$ cat src/shared/fault_timing_pkg.sv
package fault_timing_pkg;

  // ----------------------------------------------------------------
  // Timing
  // ----------------------------------------------------------------
  localparam int CLK_PERIOD_NS   = 40;
  localparam int TICK_PERIOD_NS  = 1000000;
  localparam int TICK_CYCLES_DEF = TICK_PERIOD_NS / CLK_PERIOD_NS;
  localparam int OL_TIMEOUT_MS   = 50;
  localparam int RESTART_MS      = 1200;
  localparam int BROWNOUT_MS     = 40;
  localparam int BROWN_IN_MS     = 1;

  // One extra tick covers the unknown phase of the first tick
  localparam logic [10:0] RESTART_TICKS  = 11'(RESTART_MS + 1);
  localparam logic [10:0] BROWNOUT_TICKS = 11'(BROWNOUT_MS + 1);
  localparam logic [10:0] BROWN_IN_TICKS = 11'(BROWN_IN_MS + 1);

  // Up by four per tick, down by one: down runs at a quarter rate
  localparam logic [7:0] OL_UP_STEP = 8'h04;
  localparam logic [7:0] OL_FULL    = 8'(OL_TIMEOUT_MS * 4);

  // ----------------------------------------------------------------
  // Register map (byte addresses)
  // ----------------------------------------------------------------
  localparam logic [3:0] REG_CONTROL = 4'h0;
  localparam logic [3:0] REG_STATUS  = 4'h4;
  localparam logic [3:0] REG_OL_CNT  = 4'h8;
  localparam logic [3:0] REG_RESTART = 4'hc;

  localparam int CTRL_OL_EN_BIT = 0;
  localparam int CTRL_OC_EN_BIT = 1;
  localparam logic [1:0] CONTROL_RESET = 2'h3;

  // ----------------------------------------------------------------
  // Types
  // ----------------------------------------------------------------
  typedef enum logic [0:0] {
    SEQ_WAIT = 1'b0,
    SEQ_RUN  = 1'b1
  } seq_state_t;

  typedef enum logic [0:0] {
    OC_IDLE = 1'b0,
    OC_WARN = 1'b1
  } oc_state_t;

  typedef struct packed {
    logic overload;
    logic second_overcurrent_guard_trip;
    logic below_brownout;
    logic above_brown_in;
    logic soft_start;
    logic supply_on;
    logic supply_undervoltage_lockout;
    logic cycle_end;
    logic deadtime;
    logic latched_fault;
  } sense_t;

  typedef struct packed {
    logic switching_en;
    logic line_fault_flag;
    logic overload_flag;
    logic overcurrent_flag;
    logic latched_flag;
    logic oc_warning;
  } fault_status_t;

endpackage

$ cat src/tick_prescaler.sv
`timescale 1ns/10ps
module tick_prescaler
  import fault_timing_pkg::*;
#(
  parameter int CYCLES = TICK_CYCLES_DEF
) (
  // Clock and reset
  input  wire logic clk_i,
  input  wire logic reset_i,
  // Tick
  output logic      tick_o
);

  logic [15:0] count;

  always_ff @(posedge clk_i) begin
    if (reset_i) begin
      count  <= 16'h0000;
      tick_o <= 1'b0;
    end else if (count == 16'(CYCLES - 1)) begin
      count  <= 16'h0000;
      tick_o <= 1'b1;
    end else begin
      count  <= count + 16'h0001;
      tick_o <= 1'b0;
    end
  end

endmodule

$ cat src/level_debounce.sv
`timescale 1ns/10ps
module level_debounce
  import fault_timing_pkg::*;
#(
  parameter logic [10:0] TICKS = BROWNOUT_TICKS
) (
  // Clock and reset
  input  wire logic clk_i,
  input  wire logic reset_i,
  // Level and time base
  input  wire logic level_i,
  input  wire logic tick_i,
  // Level has persisted
  output logic      hit_o
);

  logic [10:0] count;

  // Any gap in the level restarts the wait
  always_ff @(posedge clk_i) begin
    if (reset_i || !level_i) begin
      count <= 11'h000;
    end else if (tick_i && count != TICKS) begin
      count <= count + 11'h001;
    end
  end

  assign hit_o = level_i && (count == TICKS);

endmodule

$ cat src/fault_sequencer.sv
// Operation
// - Overload input is solely the peak-current-reference-above-overload-threshold comparator.
// - Overload timer stays inactive while soft-start runs.
// - Overload present counts up-down timer upward; full count means 50 ms.
// - On timeout stop switching, clear overload counter, start 1.2 s restart timer.
// - Overload flag held until 1.2 s elapsed; restart at next supply turn-on.
// - Overload gone before timeout: count down at a quarter of up rate.
// - Down count holds at zero; returning overload resumes upward from there.
// - Undervoltage lockout freezes the overload counter; it resumes from that value.
// - First overcurrent trip in a switching cycle enters warning, not fault.
// - Warning clears on a clean next cycle; a second trip declares fault.
// - Two consecutive trips: stop, reset logic, 1.2 s delay, restart at turn-on.
// - Two line comparators: below brownout level and above brown-in level.
// - Brownout must persist 40 ms continuously before line fault declared.
// - Brown-in recognised only after persisting more than 1 ms.
// - First turn-on, no fault, line above brown-in: enable switching at once.
// - First turn-on below brown-in: set line fault immediately, no debounce.
// - After brownout stop, ignore brown-in until supply reaches turn-on again.
// - Declaring brownout clears all latched protection flags; the code clears only latched_flag, not overload_flag or overcurrent_flag.
// - Detected fault acts at the first deadtime: stop loop and switching.
`timescale 1ns/10ps
module fault_sequencer
  import fault_timing_pkg::*;
#(
  parameter int TICK_CYCLES = TICK_CYCLES_DEF
) (
  // Clock and reset
  input  wire logic          clk_i,
  input  wire logic          reset_i,
  // Comparators, supply events and cycle strobes
  input  wire sense_t        sense_i,
  // Converter control and flags
  output fault_status_t      status_o,
  // Avalon-MM slave
  input  wire logic [3:0]    avs_address_i,
  input  wire logic          avs_read_i,
  input  wire logic          avs_write_i,
  input  wire logic [31:0]   avs_writedata_i,
  output logic [31:0]        avs_readdata_o,
  output logic               avs_waitrequest_o
);

  // ----------------------------------------------------------------
  // Declarations
  // ----------------------------------------------------------------
  seq_state_t  state;
  oc_state_t   oc_state;
  logic        tick;
  logic [1:0]  control;
  logic [7:0]  ol_count;
  logic [7:0]  next_ol_count;
  logic        ol_active;
  logic        ol_timeout;
  logic [10:0] restart_count;
  logic        overload_flag;
  logic        overcurrent_flag;
  logic        line_fault_flag;
  logic        latched_flag;
  logic        first_check;
  logic        bi_armed;
  logic        trip_seen;
  logic        cycle_trip;
  logic        oc_fault;
  logic        bo_hit;
  logic        bi_hit;
  logic        bo_declare;
  logic        any_flag;
  logic        stop_now;
  logic        bus_ack;
  logic        bus_req;

  // ----------------------------------------------------------------
  // Time base
  // ----------------------------------------------------------------
  tick_prescaler #(
    .CYCLES (TICK_CYCLES)
  ) u_tick (
    .clk_i   (clk_i),
    .reset_i (reset_i),
    .tick_o  (tick)
  );

  // ----------------------------------------------------------------
  // Overload guard
  // ----------------------------------------------------------------
  // Frozen in soft-start and lockout rather than cleared
  assign ol_active = (state == SEQ_RUN) && control[CTRL_OL_EN_BIT]
                     && !sense_i.soft_start && !sense_i.supply_undervoltage_lockout;

  always_comb begin
    next_ol_count = ol_count;
    if (sense_i.overload) begin
      next_ol_count = (ol_count > OL_FULL - OL_UP_STEP) ? OL_FULL
                                                      : ol_count + OL_UP_STEP;
    end else if (ol_count != 8'h00) begin
      next_ol_count = ol_count - 8'h01;
    end
  end

  assign ol_timeout = ol_active && tick && (next_ol_count == OL_FULL);

  always_ff @(posedge clk_i) begin
    if (reset_i) begin
      ol_count <= 8'h00;
    end else if (ol_timeout) begin
      ol_count <= 8'h00;
    end else if (ol_active && tick) begin
      ol_count <= next_ol_count;
    end
  end

  // ----------------------------------------------------------------
  // Second overcurrent guard
  // ----------------------------------------------------------------
  // A trip anywhere in the cycle counts, even on the closing strobe
  assign cycle_trip = trip_seen || sense_i.second_overcurrent_guard_trip;
  assign oc_fault   = sense_i.cycle_end && cycle_trip && (oc_state == OC_WARN);

  always_ff @(posedge clk_i) begin
    if (reset_i || sense_i.cycle_end) begin
      trip_seen <= 1'b0;
    end else if (sense_i.second_overcurrent_guard_trip) begin
      trip_seen <= 1'b1;
    end
  end

  always_ff @(posedge clk_i) begin
    if (reset_i || state != SEQ_RUN || !control[CTRL_OC_EN_BIT]) begin
      oc_state <= OC_IDLE;
    end else if (sense_i.cycle_end) begin
      case (oc_state)
        OC_IDLE: oc_state <= cycle_trip ? OC_WARN : OC_IDLE;
        OC_WARN: oc_state <= OC_IDLE;
        default: oc_state <= OC_IDLE;
      endcase
    end
  end

  // ----------------------------------------------------------------
  // Line monitor
  // ----------------------------------------------------------------
  level_debounce #(
    .TICKS (BROWNOUT_TICKS)
  ) u_brownout (
    .clk_i   (clk_i),
    .reset_i (reset_i),
    .level_i (sense_i.below_brownout && state == SEQ_RUN),
    .tick_i  (tick),
    .hit_o   (bo_hit)
  );

  level_debounce #(
    .TICKS (BROWN_IN_TICKS)
  ) u_brown_in (
    .clk_i   (clk_i),
    .reset_i (reset_i),
    .level_i (sense_i.above_brown_in && bi_armed && line_fault_flag),
    .tick_i  (tick),
    .hit_o   (bi_hit)
  );

  assign bo_declare = bo_hit && !line_fault_flag;

  // Spikes as switching stops must not count as brown-in
  always_ff @(posedge clk_i) begin
    if (reset_i || bo_declare) begin
      bi_armed <= 1'b0;
    end else if (sense_i.supply_on && state == SEQ_WAIT) begin
      bi_armed <= 1'b1;
    end
  end

  always_ff @(posedge clk_i) begin
    if (reset_i) begin
      line_fault_flag <= 1'b0;
    end else if (bo_declare) begin
      line_fault_flag <= 1'b1;
    end else if (state == SEQ_WAIT && first_check && sense_i.supply_on
                 && !sense_i.above_brown_in) begin
      line_fault_flag <= 1'b1;
    end else if (bi_hit) begin
      line_fault_flag <= 1'b0;
    end
  end

  // ----------------------------------------------------------------
  // Fault flags and restart timer
  // ----------------------------------------------------------------
  always_ff @(posedge clk_i) begin
    if (reset_i) begin
      latched_flag <= 1'b0;
    end else if (sense_i.latched_fault) begin
      latched_flag <= 1'b1;
    end else if (bo_declare) begin
      latched_flag <= 1'b0;
    end
  end

  always_ff @(posedge clk_i) begin
    if (reset_i) begin
      restart_count <= 11'h000;
    end else if (ol_timeout || oc_fault) begin
      restart_count <= RESTART_TICKS;
    end else if (tick && restart_count != 11'h000) begin
      restart_count <= restart_count - 11'h001;
    end
  end

  // Set wins over the timer's clear
  always_ff @(posedge clk_i) begin
    if (reset_i) begin
      overload_flag <= 1'b0;
    end else if (ol_timeout) begin
      overload_flag <= 1'b1;
    end else if (restart_count == 11'h000) begin
      overload_flag <= 1'b0;
    end
  end

  always_ff @(posedge clk_i) begin
    if (reset_i) begin
      overcurrent_flag <= 1'b0;
    end else if (oc_fault) begin
      overcurrent_flag <= 1'b1;
    end else if (restart_count == 11'h000) begin
      overcurrent_flag <= 1'b0;
    end
  end

  assign any_flag = overload_flag || overcurrent_flag || line_fault_flag || latched_flag;
  assign stop_now = (state == SEQ_RUN) && any_flag && sense_i.deadtime;

  // ----------------------------------------------------------------
  // Sequencer
  // ----------------------------------------------------------------
  always_ff @(posedge clk_i) begin
    if (reset_i) begin
      first_check <= 1'b1;
    end else if (state == SEQ_WAIT && sense_i.supply_on) begin
      first_check <= 1'b0;
    end
  end

  always_ff @(posedge clk_i) begin
    if (reset_i) begin
      state <= SEQ_WAIT;
    end else begin
      case (state)
        SEQ_WAIT: begin
          if (sense_i.supply_on) begin
            if (first_check) begin
              state <= sense_i.above_brown_in ? SEQ_RUN : SEQ_WAIT;
            end else if (!any_flag) begin
              state <= SEQ_RUN;
            end
          end
        end
        SEQ_RUN: begin
          if (stop_now) begin
            state <= SEQ_WAIT;
          end
        end
        default: state <= SEQ_WAIT;
      endcase
    end
  end

  assign status_o.switching_en     = (state == SEQ_RUN);
  assign status_o.line_fault_flag  = line_fault_flag;
  assign status_o.overload_flag    = overload_flag;
  assign status_o.overcurrent_flag = overcurrent_flag;
  assign status_o.latched_flag     = latched_flag;
  assign status_o.oc_warning       = (oc_state == OC_WARN);

  // ----------------------------------------------------------------
  // Avalon-MM slave
  // ----------------------------------------------------------------
  // One wait state: data is registered before waitrequest drops
  assign bus_req           = avs_read_i || avs_write_i;
  assign avs_waitrequest_o = bus_req && !bus_ack;

  always_ff @(posedge clk_i) begin
    if (reset_i) begin
      bus_ack <= 1'b0;
    end else begin
      bus_ack <= bus_req && !bus_ack;
    end
  end

  always_ff @(posedge clk_i) begin
    if (reset_i) begin
      control <= CONTROL_RESET;
    end else if (avs_write_i && bus_ack && avs_address_i == REG_CONTROL) begin
      control <= avs_writedata_i[1:0];
    end
  end

  always_ff @(posedge clk_i) begin
    if (reset_i) begin
      avs_readdata_o <= 32'h0000_0000;
    end else if (avs_read_i && !bus_ack) begin
      case (avs_address_i)
        REG_CONTROL: avs_readdata_o <= {30'h0, control};
        REG_STATUS:  avs_readdata_o <= {24'h0, bi_armed, first_check,
                                        state == SEQ_RUN, status_o.oc_warning,
                                        latched_flag, overcurrent_flag,
                                        overload_flag, line_fault_flag};
        REG_OL_CNT:  avs_readdata_o <= {24'h0, ol_count};
        REG_RESTART: avs_readdata_o <= {21'h0, restart_count};
        default:     avs_readdata_o <= 32'h0000_0000;
      endcase
    end
  end
endmodule

$ cat config.mk
export PLATFORM = sky130hd
export DESIGN_NAME = fault_sequencer
export DESIGN_NICKNAME = d
export VERILOG_FILES = /design/src/shared/fault_timing_pkg.sv /design/src/tick_prescaler.sv /design/src/level_debounce.sv /design/src/fault_sequencer.sv
export SDC_FILE = /design/constraint.sdc
export NUM_CORES = 1
export LEC_CHECK = 0
export BUFFER_PORTS_ARGS = -buffer_cell sky130_fd_sc_hd__buf_2
export CORE_ASPECT_RATIO = 1.4
export CORE_UTILIZATION = 28
export DETAILED_ROUTE_END_ITERATION = 16
export PLACE_DENSITY = 0.46
export SYNTH_ARGS = -nofsm -noshare
export SYNTH_HDL_FRONTEND = slang
export SYNTH_SLANG_ARGS = --single-unit
$ cat constraint.sdc
create_clock -name clk_i -period 2.7 [get_ports clk_i]
set_clock_uncertainty 0.2 [all_clocks]
set_input_delay 0.27 -clock clk_i [delete_from_list [all_inputs] [get_ports clk_i]]
set_output_delay 0.27 -clock clk_i [all_outputs]
set_load 0.02 [all_outputs]
==> impl_metrics.csv, run 1 <==
group,metric,value,unit
critical_path,crit_path_start_kind,"flip-flop",
cells_and_area,layout-drive-gt1-share,0.1733,
worst_hold_path,hp-start,"avs_write_i",
synthesis,yosysSeqAreaShare,0.3863,
power,ir_drop,0.0002737,V
timing,fin_hold_ws,13.25,ps
cells_and_area,design_area,4987,sq um
detailed_routing,wl_per_cell,13.91,um
clock_tree,cts_tree,"yes",
placement,gp_congestion,0.7845,
detailed_routing,wirelength,10340,um
critical_path,path_max_fanout,6,
cells_and_area,multiInputGateArea,2332,sq um
floorplan,die_h,146.9,um
critical_path,r2r_slack,110,ps
clock_tree,cts_buffer_depth,2,
power,leakagePower,0.001934,uW
power,switching_power,635.1,uW
synthesis,synthAdderAreaFrac,0.03279,
clock_tree,cts.htree.levels,3,
clock_tree,clk_latency,340,ps
floorplan,initial_core_util,0.2880,
placement,post-place-ws,56.69,ps
synthesis,synth_xor_area_frac,0.08346,
status,status,"complete, no violations",
cells_and_area,instances_no_fill,743,
power,p_clk_frac,0.487,
critical_path,worstSetupPathType,"reg2reg",
synthesis,synth_mux_area_frac,0.02832,
synthesis,synth_ff_type,"dfxtp_1",
power,pwr-share-comb,0.062,
clock_tree,cts_buffers,9,
floorplan,chipWidth,105.5,um
global_routing,grt_max_degree,33,
floorplan,die_area,15490,sq um
synthesis,synthSimpleGateAreaFrac,0.2522,
timing,min_period,2590,ps
timing,slew_headroom,0.3580,
critical_path,crit_required,2780,ps
timing,period_share,0.9592,
global_routing,grt_use_total,0.1384,
timing,fmax,386.1,MHz
synthesis,synth_top_area_cell,"dfxtp_1",
placement,place_hpwl,7738,um
run,maxCapViolCount,0,
synthesis,synth-edff-count,0,
floorplan,ioPinCount,89,
detailed_routing,viasPerCell,4.783,
synthesis,synth_top_family_by_area,"simple AND/OR/NAND/NOR gates",
synthesis,synth_most_common_cell,"dfxtp_1",
critical_path,cp_slowest_cell,"or4b_1",
synthesis,async_flop_share,0,
placement,port_buffers,37,
synthesis,netlist_top_cells_area,"dfxtp_1 (39%), nor2_1 (6.4%), xor2_1 (5.2%), buf_4 (4.8%), nand2_1 (3.7%)",
synthesis,ys_types,61,
clock_tree,cts_sinks,81,
global_routing,grt.overflow.total,0,
global_routing,grt_pass1_wl,16770,um
synthesis,yosysTopAreaCellShare,0.3863,
power,power_frac_seq,0.451,
critical_path,cp.arrival,2670,ps
global_routing,antenna_found_initial,0,
placement,place_area,4607,sq um
synthesis,synth-seq-cells,81,
cells_and_area,syn2layout_area_growth,18.81,%
clock_tree,cts.clk_slew.worst_paths,70,ps
detailed_routing,antenna_left,0,
critical_path,slowest_delay,550,ps
power,p_sw_frac,0.2339,
synthesis,syn-instance-count,496,
worst_hold_path,worstHoldPathType,"in2reg",
placement,dp_cells,723,
synthesis,synth_compound_area_frac,0.1362,
timing,slew_viol_final,0,
critical_path,r2r-start,"ol_count[2]$_SDFFE_PP0P_",
synthesis,ys_warn_count,0,
cells_and_area,fillCellCount,1557,
global_routing,grt_pass1_vias,3460,
power,cell_internal_pwr,2080,uW
detailed_routing,dr_total_vias,3554,
timing,finalSetupViolations,0,
synthesis,syn_area,4198,sq um
critical_path,critPathLaunch,"ol_count[2]$_SDFFE_PP0P_",
detailed_routing,firstDrtPassIters,5,
synthesis,yosys-top-cells-count,"dfxtp_1 (81), nor2_1 (72), nand2_1 (41)",
synthesis,syn_area_per_cell,8.463,sq um
floorplan,core-area,14570,sq um
cells_and_area,ff_latch_area,1622,sq um
timing,worstMarginPinSlew,955.7,ps
detailed_routing,drt-initial-drc-count,127,
critical_path,crit_chain,"inv_1 > ha_1 > and4bb_2 > and3_1 > a211oi_2 > nand3_1 > or4b_1 > buf_4 > a21oi_2",
floorplan,fp-row-count,52,
power,power_density,544.4,nW/um^2
critical_path,critPathTopFamily,"simple AND/OR/NAND/NOR gates",
timing,setup_slack,110.2,ps
power,finalPower,2715,uW
cells_and_area,nets,610,
critical_path,crit_buf_inv,2,
timing,hold_viol,0,
clock_tree,cts_setup_buffers,0,
critical_path,endpoint_kind,"flip-flop",
detailed_routing,drc,0,
clock_tree,root_buffer,"clkbuf_16",
cells_and_area,diodes,0,
==> worst min-delay path: cells and delay by family <==
family,cells,cell delay (ps)
AND/OR/NAND/NOR,2,150
buffers and inverters,1,90
==> flip-flops by register name, indices dropped and copies added (netlist names), 2 cells and up <==
| name | count |
|---|---|
| u_brownout.count | 11 |
| control | 2 |
| avs_readdata_o | 11 |
| ol_count | 8 |
| restart_count | 11 |
| u_brown_in.count | 11 |
| u_tick.count | 16 |
==> path summary, 6_finish.rpt <==
path,depth (start not counted),end
worst min register to register,1,u_tick.count[0]$_SDFF_PP0_
worst max register to register,9,restart_count[7]$_SDFFE_PP0P_
worst min-delay path,3,bus_ack$_SDFF_PP0_
worst max-delay path,9,restart_count[7]$_SDFFE_PP0P_
==> power groups by stage <==
stage / Combinational (uW) / Clock [uW] / Sequential, uW
final: 168 / 1320 / 1220
after global routing: 185 / 1400 / 1230
after floorplan: 135 / 0 / 1250
after detailed placement: 162 / 0 / 1250
after CTS: 167 / 1360 / 1220
after global placement: 161 / 0 / 1250
==> layer usage <==
metal	part of all wire	track usage	vias up	wire, um
li1	-	-	1802	-
met1	0.44	0.1596	1653	4517
met2	0.51	0.2434	82	5234
met3	0.034	0.02130	17	347
met4	0.023	0.07535	0	238
met5	0	0	-	0
==> cell usage in the layout, fill, tap and decap left out, types with 3 or more instances in the layout <==
| master | netlist | layout |
|---|---|---|
| a211oi_1 | 7 | 7 |
| a21oi_1 | 12 | 12 |
| a21oi_2 | 6 | 6 |
| a22o_1 | 6 | 6 |
| a22oi_1 | 11 | 11 |
| a31oi_1 | 3 | 3 |
| and3_1 | 12 | 12 |
| buf_2 | 4 | 37 |
| buf_4 | 27 | 25 |
| clkbuf_16 | 0 | 9 |
| conb_1 | 1 | 21 |
| dfxtp_1 | 81 | 81 |
| dlygate4sd3_1 | 0 | 4 |
| ha_1 | 11 | 11 |
| inv_1 | 13 | 13 |
| mux2_2 | 3 | 3 |
| mux2i_1 | 4 | 4 |
| nand2_1 | 41 | 41 |
| nand3_1 | 19 | 19 |
| nand4_1 | 11 | 11 |
| nor2_1 | 72 | 72 |
| nor2b_1 | 4 | 4 |
| nor3_1 | 21 | 21 |
| nor3b_1 | 3 | 3 |
| nor4_1 | 7 | 7 |
| o21ai_0 | 12 | 12 |
| o21ai_1 | 3 | 3 |
| or3_1 | 6 | 6 |
| xnor2_1 | 15 | 15 |
| xor2_1 | 25 | 25 |
==> logic make-up (layout without fill, tap and decap cells) <==
group           after synthesis  after routing
flops                        81             81
mux                           9              9
compound gates               80             80
simple gates                215            215
other cells                   1             21
fa+ha+maj                    11             11
xor+xnor                     40             40
buf+inv                      59             97
==> stage by stage <==
step / utilization / TNS (ps)
after floorplan: - / 0
after global placement: 0.3161 / 0
after detailed placement: 0.3161 / 0
after CTS: 0.3408 / 0
after global routing: 0.3422 / -2.456
final: 0.3422 / 0
==> what timing repair did <==
action,4_1_cts,5_1_grt
endpoints found under the hold margin,4,0
gates resized for setup,0,6
hold buffers,4,0
setup endpoints to repair,0,16
==> cell type report <==
type / instances / area share
Inverter: 14 / 0.01054
Multi-Input combinational cell: 376 / 0.4676
Clock buffer: 10 / 0.04591
Sequential cell: 81 / 0.3251
Clock inverter: 6 / 0.01831
Tap cell: 189 / 0.04742
Timing Repair Buffer: 67 / 0.08505
Note: power is estimated with default switching activity, not from simulation.
==> inputs of run 2 (changes only) <==
CORE_ASPECT_RATIO = 0.9   (was 1.4)
==> run 2 against run 1 <==
The flow now finishes with violations (DRC). Critical path type unchanged. Worst setup slack better by 16 ps. Maximum frequency up 0.63%. Combinational power about the same. Sequential power about the same. Power about the same. Clock power about the same. Design area up 0.45%. Wire length down 0.27%. Non-clock buffer count unchanged. Flip-flop and latch count unchanged.
==> impl_metrics.csv, run 2 (synthesized netlist as in run 1, its figures left out) <==
group,metric,value,unit
run,maxCapViolCount,0,
timing,slew_viol_final,0,
global_routing,grt_max_degree,29,
cells_and_area,nets,610,
critical_path,critPathCapture,"restart_count[0]$_SDFFE_PP0P_",
power,finalPower,2715,uW
critical_path,path_max_fanout,6,
critical_path,critPathLaunch,"ol_count[2]$_SDFFE_PP0P_",
detailed_routing,antenna_left,0,
cells_and_area,diodes,0,
global_routing,antenna_found_initial,0,
floorplan,core-area,14660,sq um
power,p_sw_frac,0.2267,
floorplan,die_h,118.2,um
power,leakagePower,0.001937,uW
detailed_routing,dr_total_vias,3571,
clock_tree,cts_buffer_depth,2,
power,ir_drop,0.0003384,V
clock_tree,cts_buffers,9,
floorplan,ioPinCount,89,
floorplan,fp-row-count,42,
power,power_density,542.0,nW/um^2
cells_and_area,largest_register,"u_tick.count",
clock_tree,cts.clk_slew.worst_paths,60,ps
critical_path,reg2regPathDepth,9,
worst_hold_path,worstHoldPathType,"in2reg",
status,status,"finished, violations left",
critical_path,worst_r2r_endpoint,"restart_count[0]$_SDFFE_PP0P_",
power,cell_internal_pwr,2100,uW
detailed_routing,drt-initial-drc-count,146,
clock_tree,cts_sinks,81,
timing,min_period,2574,ps
critical_path,cp.arrival,2650,ps
timing,rsz0062_at_grt,"false",
global_routing,grt_pass1_wl,16520,um
critical_path,crit_required,2770,ps
clock_tree,clk_latency,340,ps
power,p_clk_frac,0.487,
placement,gp_congestion,0.8087,
floorplan,chipWidth,131.1,um
global_routing,grt_pass1_vias,3298,
critical_path,r2r_slack,130,ps
detailed_routing,wl_per_cell,13.71,um
critical_path,worstSetupPathType,"reg2reg",
timing,hold_viol,0,
cells_and_area,final_util,0.3417,
detailed_routing,wirelength,10310,um
clock_tree,cts_tree,"yes",
timing,finalSetupViolations,0,
timing,slew_headroom,0.3405,
timing,setup_slack,126.4,ps
cells_and_area,layout_commonest_cell,"dfxtp_1",
cells_and_area,layout-drive-gt1-share,0.1733,
power,pwr-share-comb,0.063,
critical_path,r2r-start,"ol_count[2]$_SDFFE_PP0P_",
placement,port_buffers,37,
status,violations,"DRC",
power,power_frac_seq,0.450,
cells_and_area,layout_common_cells,"dfxtp_1 (81), nor2_1 (72), nand2_1 (41)",
detailed_routing,drc,1,
critical_path,endpoint_kind,"flip-flop",
timing,period_share,0.9532,
power,switching_power,615.5,uW
timing,fmax,388.6,MHz
critical_path,crit_path_start_kind,"flip-flop",
cells_and_area,syn2layout_area_growth,19.34,%
clock_tree,cts.htree.levels,3,
cells_and_area,design_area,5010,sq um
detailed_routing,firstDrtPassIters,10,
placement,place_area,4588,sq um
placement,place_hpwl,7668,um
clock_tree,root_buffer,"clkbuf_16",
cells_and_area,largest_register_ffs,16,
global_routing,grt.overflow.total,0,
detailed_routing,viasPerCell,4.749,
global_routing,grt_use_total,0.1410,
floorplan,die_area,15490,sq um
floorplan,initial_core_util,0.2863,
placement,post-place-ws,66.15,ps
timing,worstMarginPinSlew,981.7,ps
-- run 2: layout make-up --
class,instances,area [sq um]
fill,1519,9652
multi-input combinational,376,2337
clock buffer,11,242.7
clock inverter,5,78.83
timing repair buffer,67,429.2
tap,198,247.7
sequential,81,1622
inverter,14,52.55
-- run 2: worst min path at each step --
stage                                            end  cells after the start                  startpoint
after floorplan               trip_seen$_SDFFE_PP0P_                      1                  sense_i[2]
after global placement    u_tick.count[0]$_SDFF_PP0_                      1  u_tick.count[0]$_SDFF_PP0_
after detailed placement  u_tick.count[0]$_SDFF_PP0_                      1  u_tick.count[0]$_SDFF_PP0_
after CTS                     trip_seen$_SDFFE_PP0P_                      3                  sense_i[8]
after global routing              bus_ack$_SDFF_PP0_                      3                  avs_read_i
final                             bus_ack$_SDFF_PP0_                      3                 avs_write_i
-- run 2: what timing repair did --
action / CTS / global route
resized for setup: 0 / 7
buffers inserted: 0 / 2
setup endpoints to repair: 0 / 15
hold buffers: 6 / 0
endpoints found under the hold margin: 6 / 0
-- run 2: power by group through the flow --
stage	clock network [uW]	logic (uW)	registers [uW]
after detailed placement	0	161	1250
final	1320	170	1220
after global routing	1420	187	1220
after CTS	1370	169	1220
after global placement	0	161	1250
after floorplan	0	135	1250
-- run 2: metal layers --
layer	GRT usage	part of all wire	up-vias
li1	-	-	1799
met1	0.1877	0.51	1671
met2	0.2073	0.43	85
met3	0.04301	0.045	16
met4	0.06250	0.020	0
met5	0	0	-
-- run 2: metrics by stage --
| stage | TNS (ps) | hold WS [ps] | std cells |
|---|---|---|---|
| floorplan | 0 | 149.3 | 516 |
| global placement | -1.731 | 232.0 | 728 |
| detailed placement | 0 | 240.7 | 728 |
| CTS | 0 | 12.55 | 750 |
| global route | 0 | 32.83 | 752 |
| finish | 0 | 22.66 | 752 |
-- run 2: worst max-delay path: stages, from the launching register on --
cell and delay (ps):
dfxtp_1 310, inv_1 80, ha_2 200, and4bb_2 290, a21boi_1 80, or3_1 310
and3b_2 250, or4b_4 520, buf_6 160, a21oi_2 100
==> inputs of run 3 (changes only) <==
CORE_UTILIZATION = 34   (was 28)
PLACE_DENSITY = 0.54   (was 0.46)
==> run 3 against run 2 <==
The flow now finishes without violations. Register-to-register slack about the same. Die area down 17%. Combinational power down 4%. Largest cell class unchanged.
==> impl_metrics.csv, run 3 (synthesized netlist as in run 1, its figures left out) <==
group,metric,value,unit
status,status,"complete, no violations",
clock_tree,cts_buffer_depth,2,
placement,place_hpwl,7385,um
floorplan,initial_core_util,0.3490,
clock_tree,cts_tree,"yes",
critical_path,worstSetupPathType,"reg2reg",
placement,dp_cells,687,
floorplan,ioPinCount,89,
placement,port_buffers,37,
worst_hold_path,hp-start,"reset_i",
cells_and_area,largest_register,"u_tick.count",
worst_hold_path,worstHoldPathType,"in2reg",
clock_tree,cts.htree.levels,3,
cells_and_area,instances_no_fill,707,
floorplan,die_h,107.4,um
clock_tree,clk_latency,340,ps
power,power_density,522.7,nW/um^2
placement,place_area,4518,sq um
critical_path,crit_required,2770,ps
cells_and_area,nets,603,
timing,period_share,0.9504,
detailed_routing,drt-initial-drc-count,242,
clock_tree,cts_buffers,9,
detailed_routing,dr_total_vias,3572,
global_routing,grt_pass1_wl,16440,um
cells_and_area,largest_register_ffs,16,
timing,slew_headroom,0.3279,
critical_path,path_max_fanout,7,
clock_tree,root_buffer,"clkbuf_16",
power,ir_drop,0.0003370,V
run,maxCapViolCount,0,
timing,fin_hold_ws,11.21,ps
global_routing,antenna_found_initial,0,
critical_path,crit_buf_inv,2,
timing,fmax,389.7,MHz
clock_tree,cts_sinks,81,
global_routing,grt_pass1_vias,3343,
global_routing,grt.overflow.total,0,
detailed_routing,antenna_left,0,
timing,hold_viol,0,
critical_path,crit_path_start_kind,"flip-flop",
timing,finalSetupTns,0,ps
critical_path,slowest_delay,530,ps
critical_path,reg2regPathDepth,8,
detailed_routing,wl_per_cell,13.99,um
timing,min_period,2566,ps
critical_path,worst_r2r_endpoint,"restart_count[0]$_SDFFE_PP0P_",
detailed_routing,drc,0,
cells_and_area,layout_commonest_cell,"dfxtp_1",
placement,gp_congestion,0.8779,
floorplan,fp-row-count,38,
critical_path,endpoint_kind,"flip-flop",
worst_hold_path,worstHoldPathCells,2,
timing,finalSetupViolations,0,
timing,slew_viol_final,0,
timing,worstMarginPinSlew,1000,ps
detailed_routing,wirelength,9888,um
critical_path,r2r-start,"ol_count[0]$_SDFFE_PP0P_",
global_routing,grt_max_degree,29,
cells_and_area,layout_common_cells,"dfxtp_1 (81), nor2_1 (72), nand2_1 (41)",
critical_path,cp_slowest_cell,"nor4_1",
cells_and_area,layout-drive-gt1-share,0.1645,
detailed_routing,viasPerCell,5.052,
worst_hold_path,hold_end,"line_fault_flag$_SDFFE_PP0P_",
floorplan,chipWidth,119.1,um
cells_and_area,design_area,4843,sq um
detailed_routing,firstDrtPassIters,5,
critical_path,critPathTopFamily,"simple AND/OR/NAND/NOR gates",
cells_and_area,syn2layout_area_growth,15.38,%
critical_path,crit_chain,"buf_4 > nor4_1 > nor2b_1 > o211ai_1 > a21oi_1 > or4b_4 > buf_6 > a21oi_2",
cells_and_area,diodes,0,
cells_and_area,fillCellCount,1236,
global_routing,grt_use_total,0.1650,
critical_path,cp.arrival,2640,ps
critical_path,r2r_slack,130,ps
timing,rsz0062_at_grt,"false",
power,leakagePower,0.001878,uW
clock_tree,cts.clk_slew.worst_paths,70,ps
floorplan,core-area,12030,sq um
floorplan,die_area,12800,sq um
[run 3: cell types whose count changed in the layout (fill, tap and decap cells not counted), sizes merged]
cell         change
buf              -5
bufinv           -2
clkbuf           -2
dlygate4sd3      -2
inv              +4
[run 3: how the worst max path moves through the flow]
stage                                  start                            end  slack, ps  cells after the start
floorplan           ol_count[0]$_SDFFE_PP0P_     overload_flag$_SDFFE_PP0P_        100                     11
global placement    ol_count[2]$_SDFFE_PP0P_     overload_flag$_SDFFE_PP0P_        120                      9
detailed placement  ol_count[3]$_SDFFE_PP0P_  restart_count[0]$_SDFFE_PP0P_        100                      9
CTS                 ol_count[2]$_SDFFE_PP0P_  restart_count[0]$_SDFFE_PP0P_         80                      9
global route        ol_count[3]$_SDFFE_PP0P_  restart_count[0]$_SDFFE_PP0P_         20                      9
finish              ol_count[0]$_SDFFE_PP0P_  restart_count[0]$_SDFFE_PP0P_        130                      8
[run 3: worst register-to-register path, stage by stage (launching register included)]
cell and delay, ps:
dfxtp_1 310, buf_4 150, nor4_1 540, nor2b_1 250, o211ai_1 120, a21oi_1 170
or4b_4 490, buf_6 160, a21oi_2 110
[run 3: power by group]
part	total (uW)	switching, uW	internal, uW
Combinational	164	110	53.3
Clock	1140	514	631
Sequential	1220	14.5	1210
[run 3: per-stage QoR]
step	power, uW	setup WS [ps]	utilization
2_1_floorplan	1383	100.9	-
3_3_place_gp	1407	120.1	0.3756
3_5_place_dp	1410	100.2	0.3756
4_1_cts	2570	78.29	0.4018
5_1_grt	2647	17.29	0.4026
6_report	2532	133.9	0.4026
[run 3: layout make-up]
| cell class | count | area [sq um] | area share |
|---|---|---|---|
| clock inverter | 7 | 50.05 | 0.01033 |
| timing repair buffer | 60 | 371.6 | 0.07672 |
| tap | 160 | 200.2 | 0.04133 |
| multi-input combinational | 376 | 2322 | 0.4795 |
| sequential | 81 | 1622 | 0.3348 |
| inverter | 14 | 52.55 | 0.01085 |
| clock buffer | 9 | 225.2 | 0.04650 |
[run 3: layer usage]
metal | vias up | GRT usage | share of wire
met5 | - | 0 | 0
met4 | 0 | 0.06781 | 0.021
met3 | 13 | 0.03867 | 0.053
met2 | 90 | 0.2687 | 0.46
met1 | 1670 | 0.2095 | 0.46
li1 | 1799 | - | -
[run 3: repair_timing]
action                                  4_1_cts  5_1_grt
gates resized for setup                       0        4
buffers inserted                              0        0
endpoints found under the hold margin         4        0
hold buffers                                  4        0
endpoints found under the setup margin        0        6
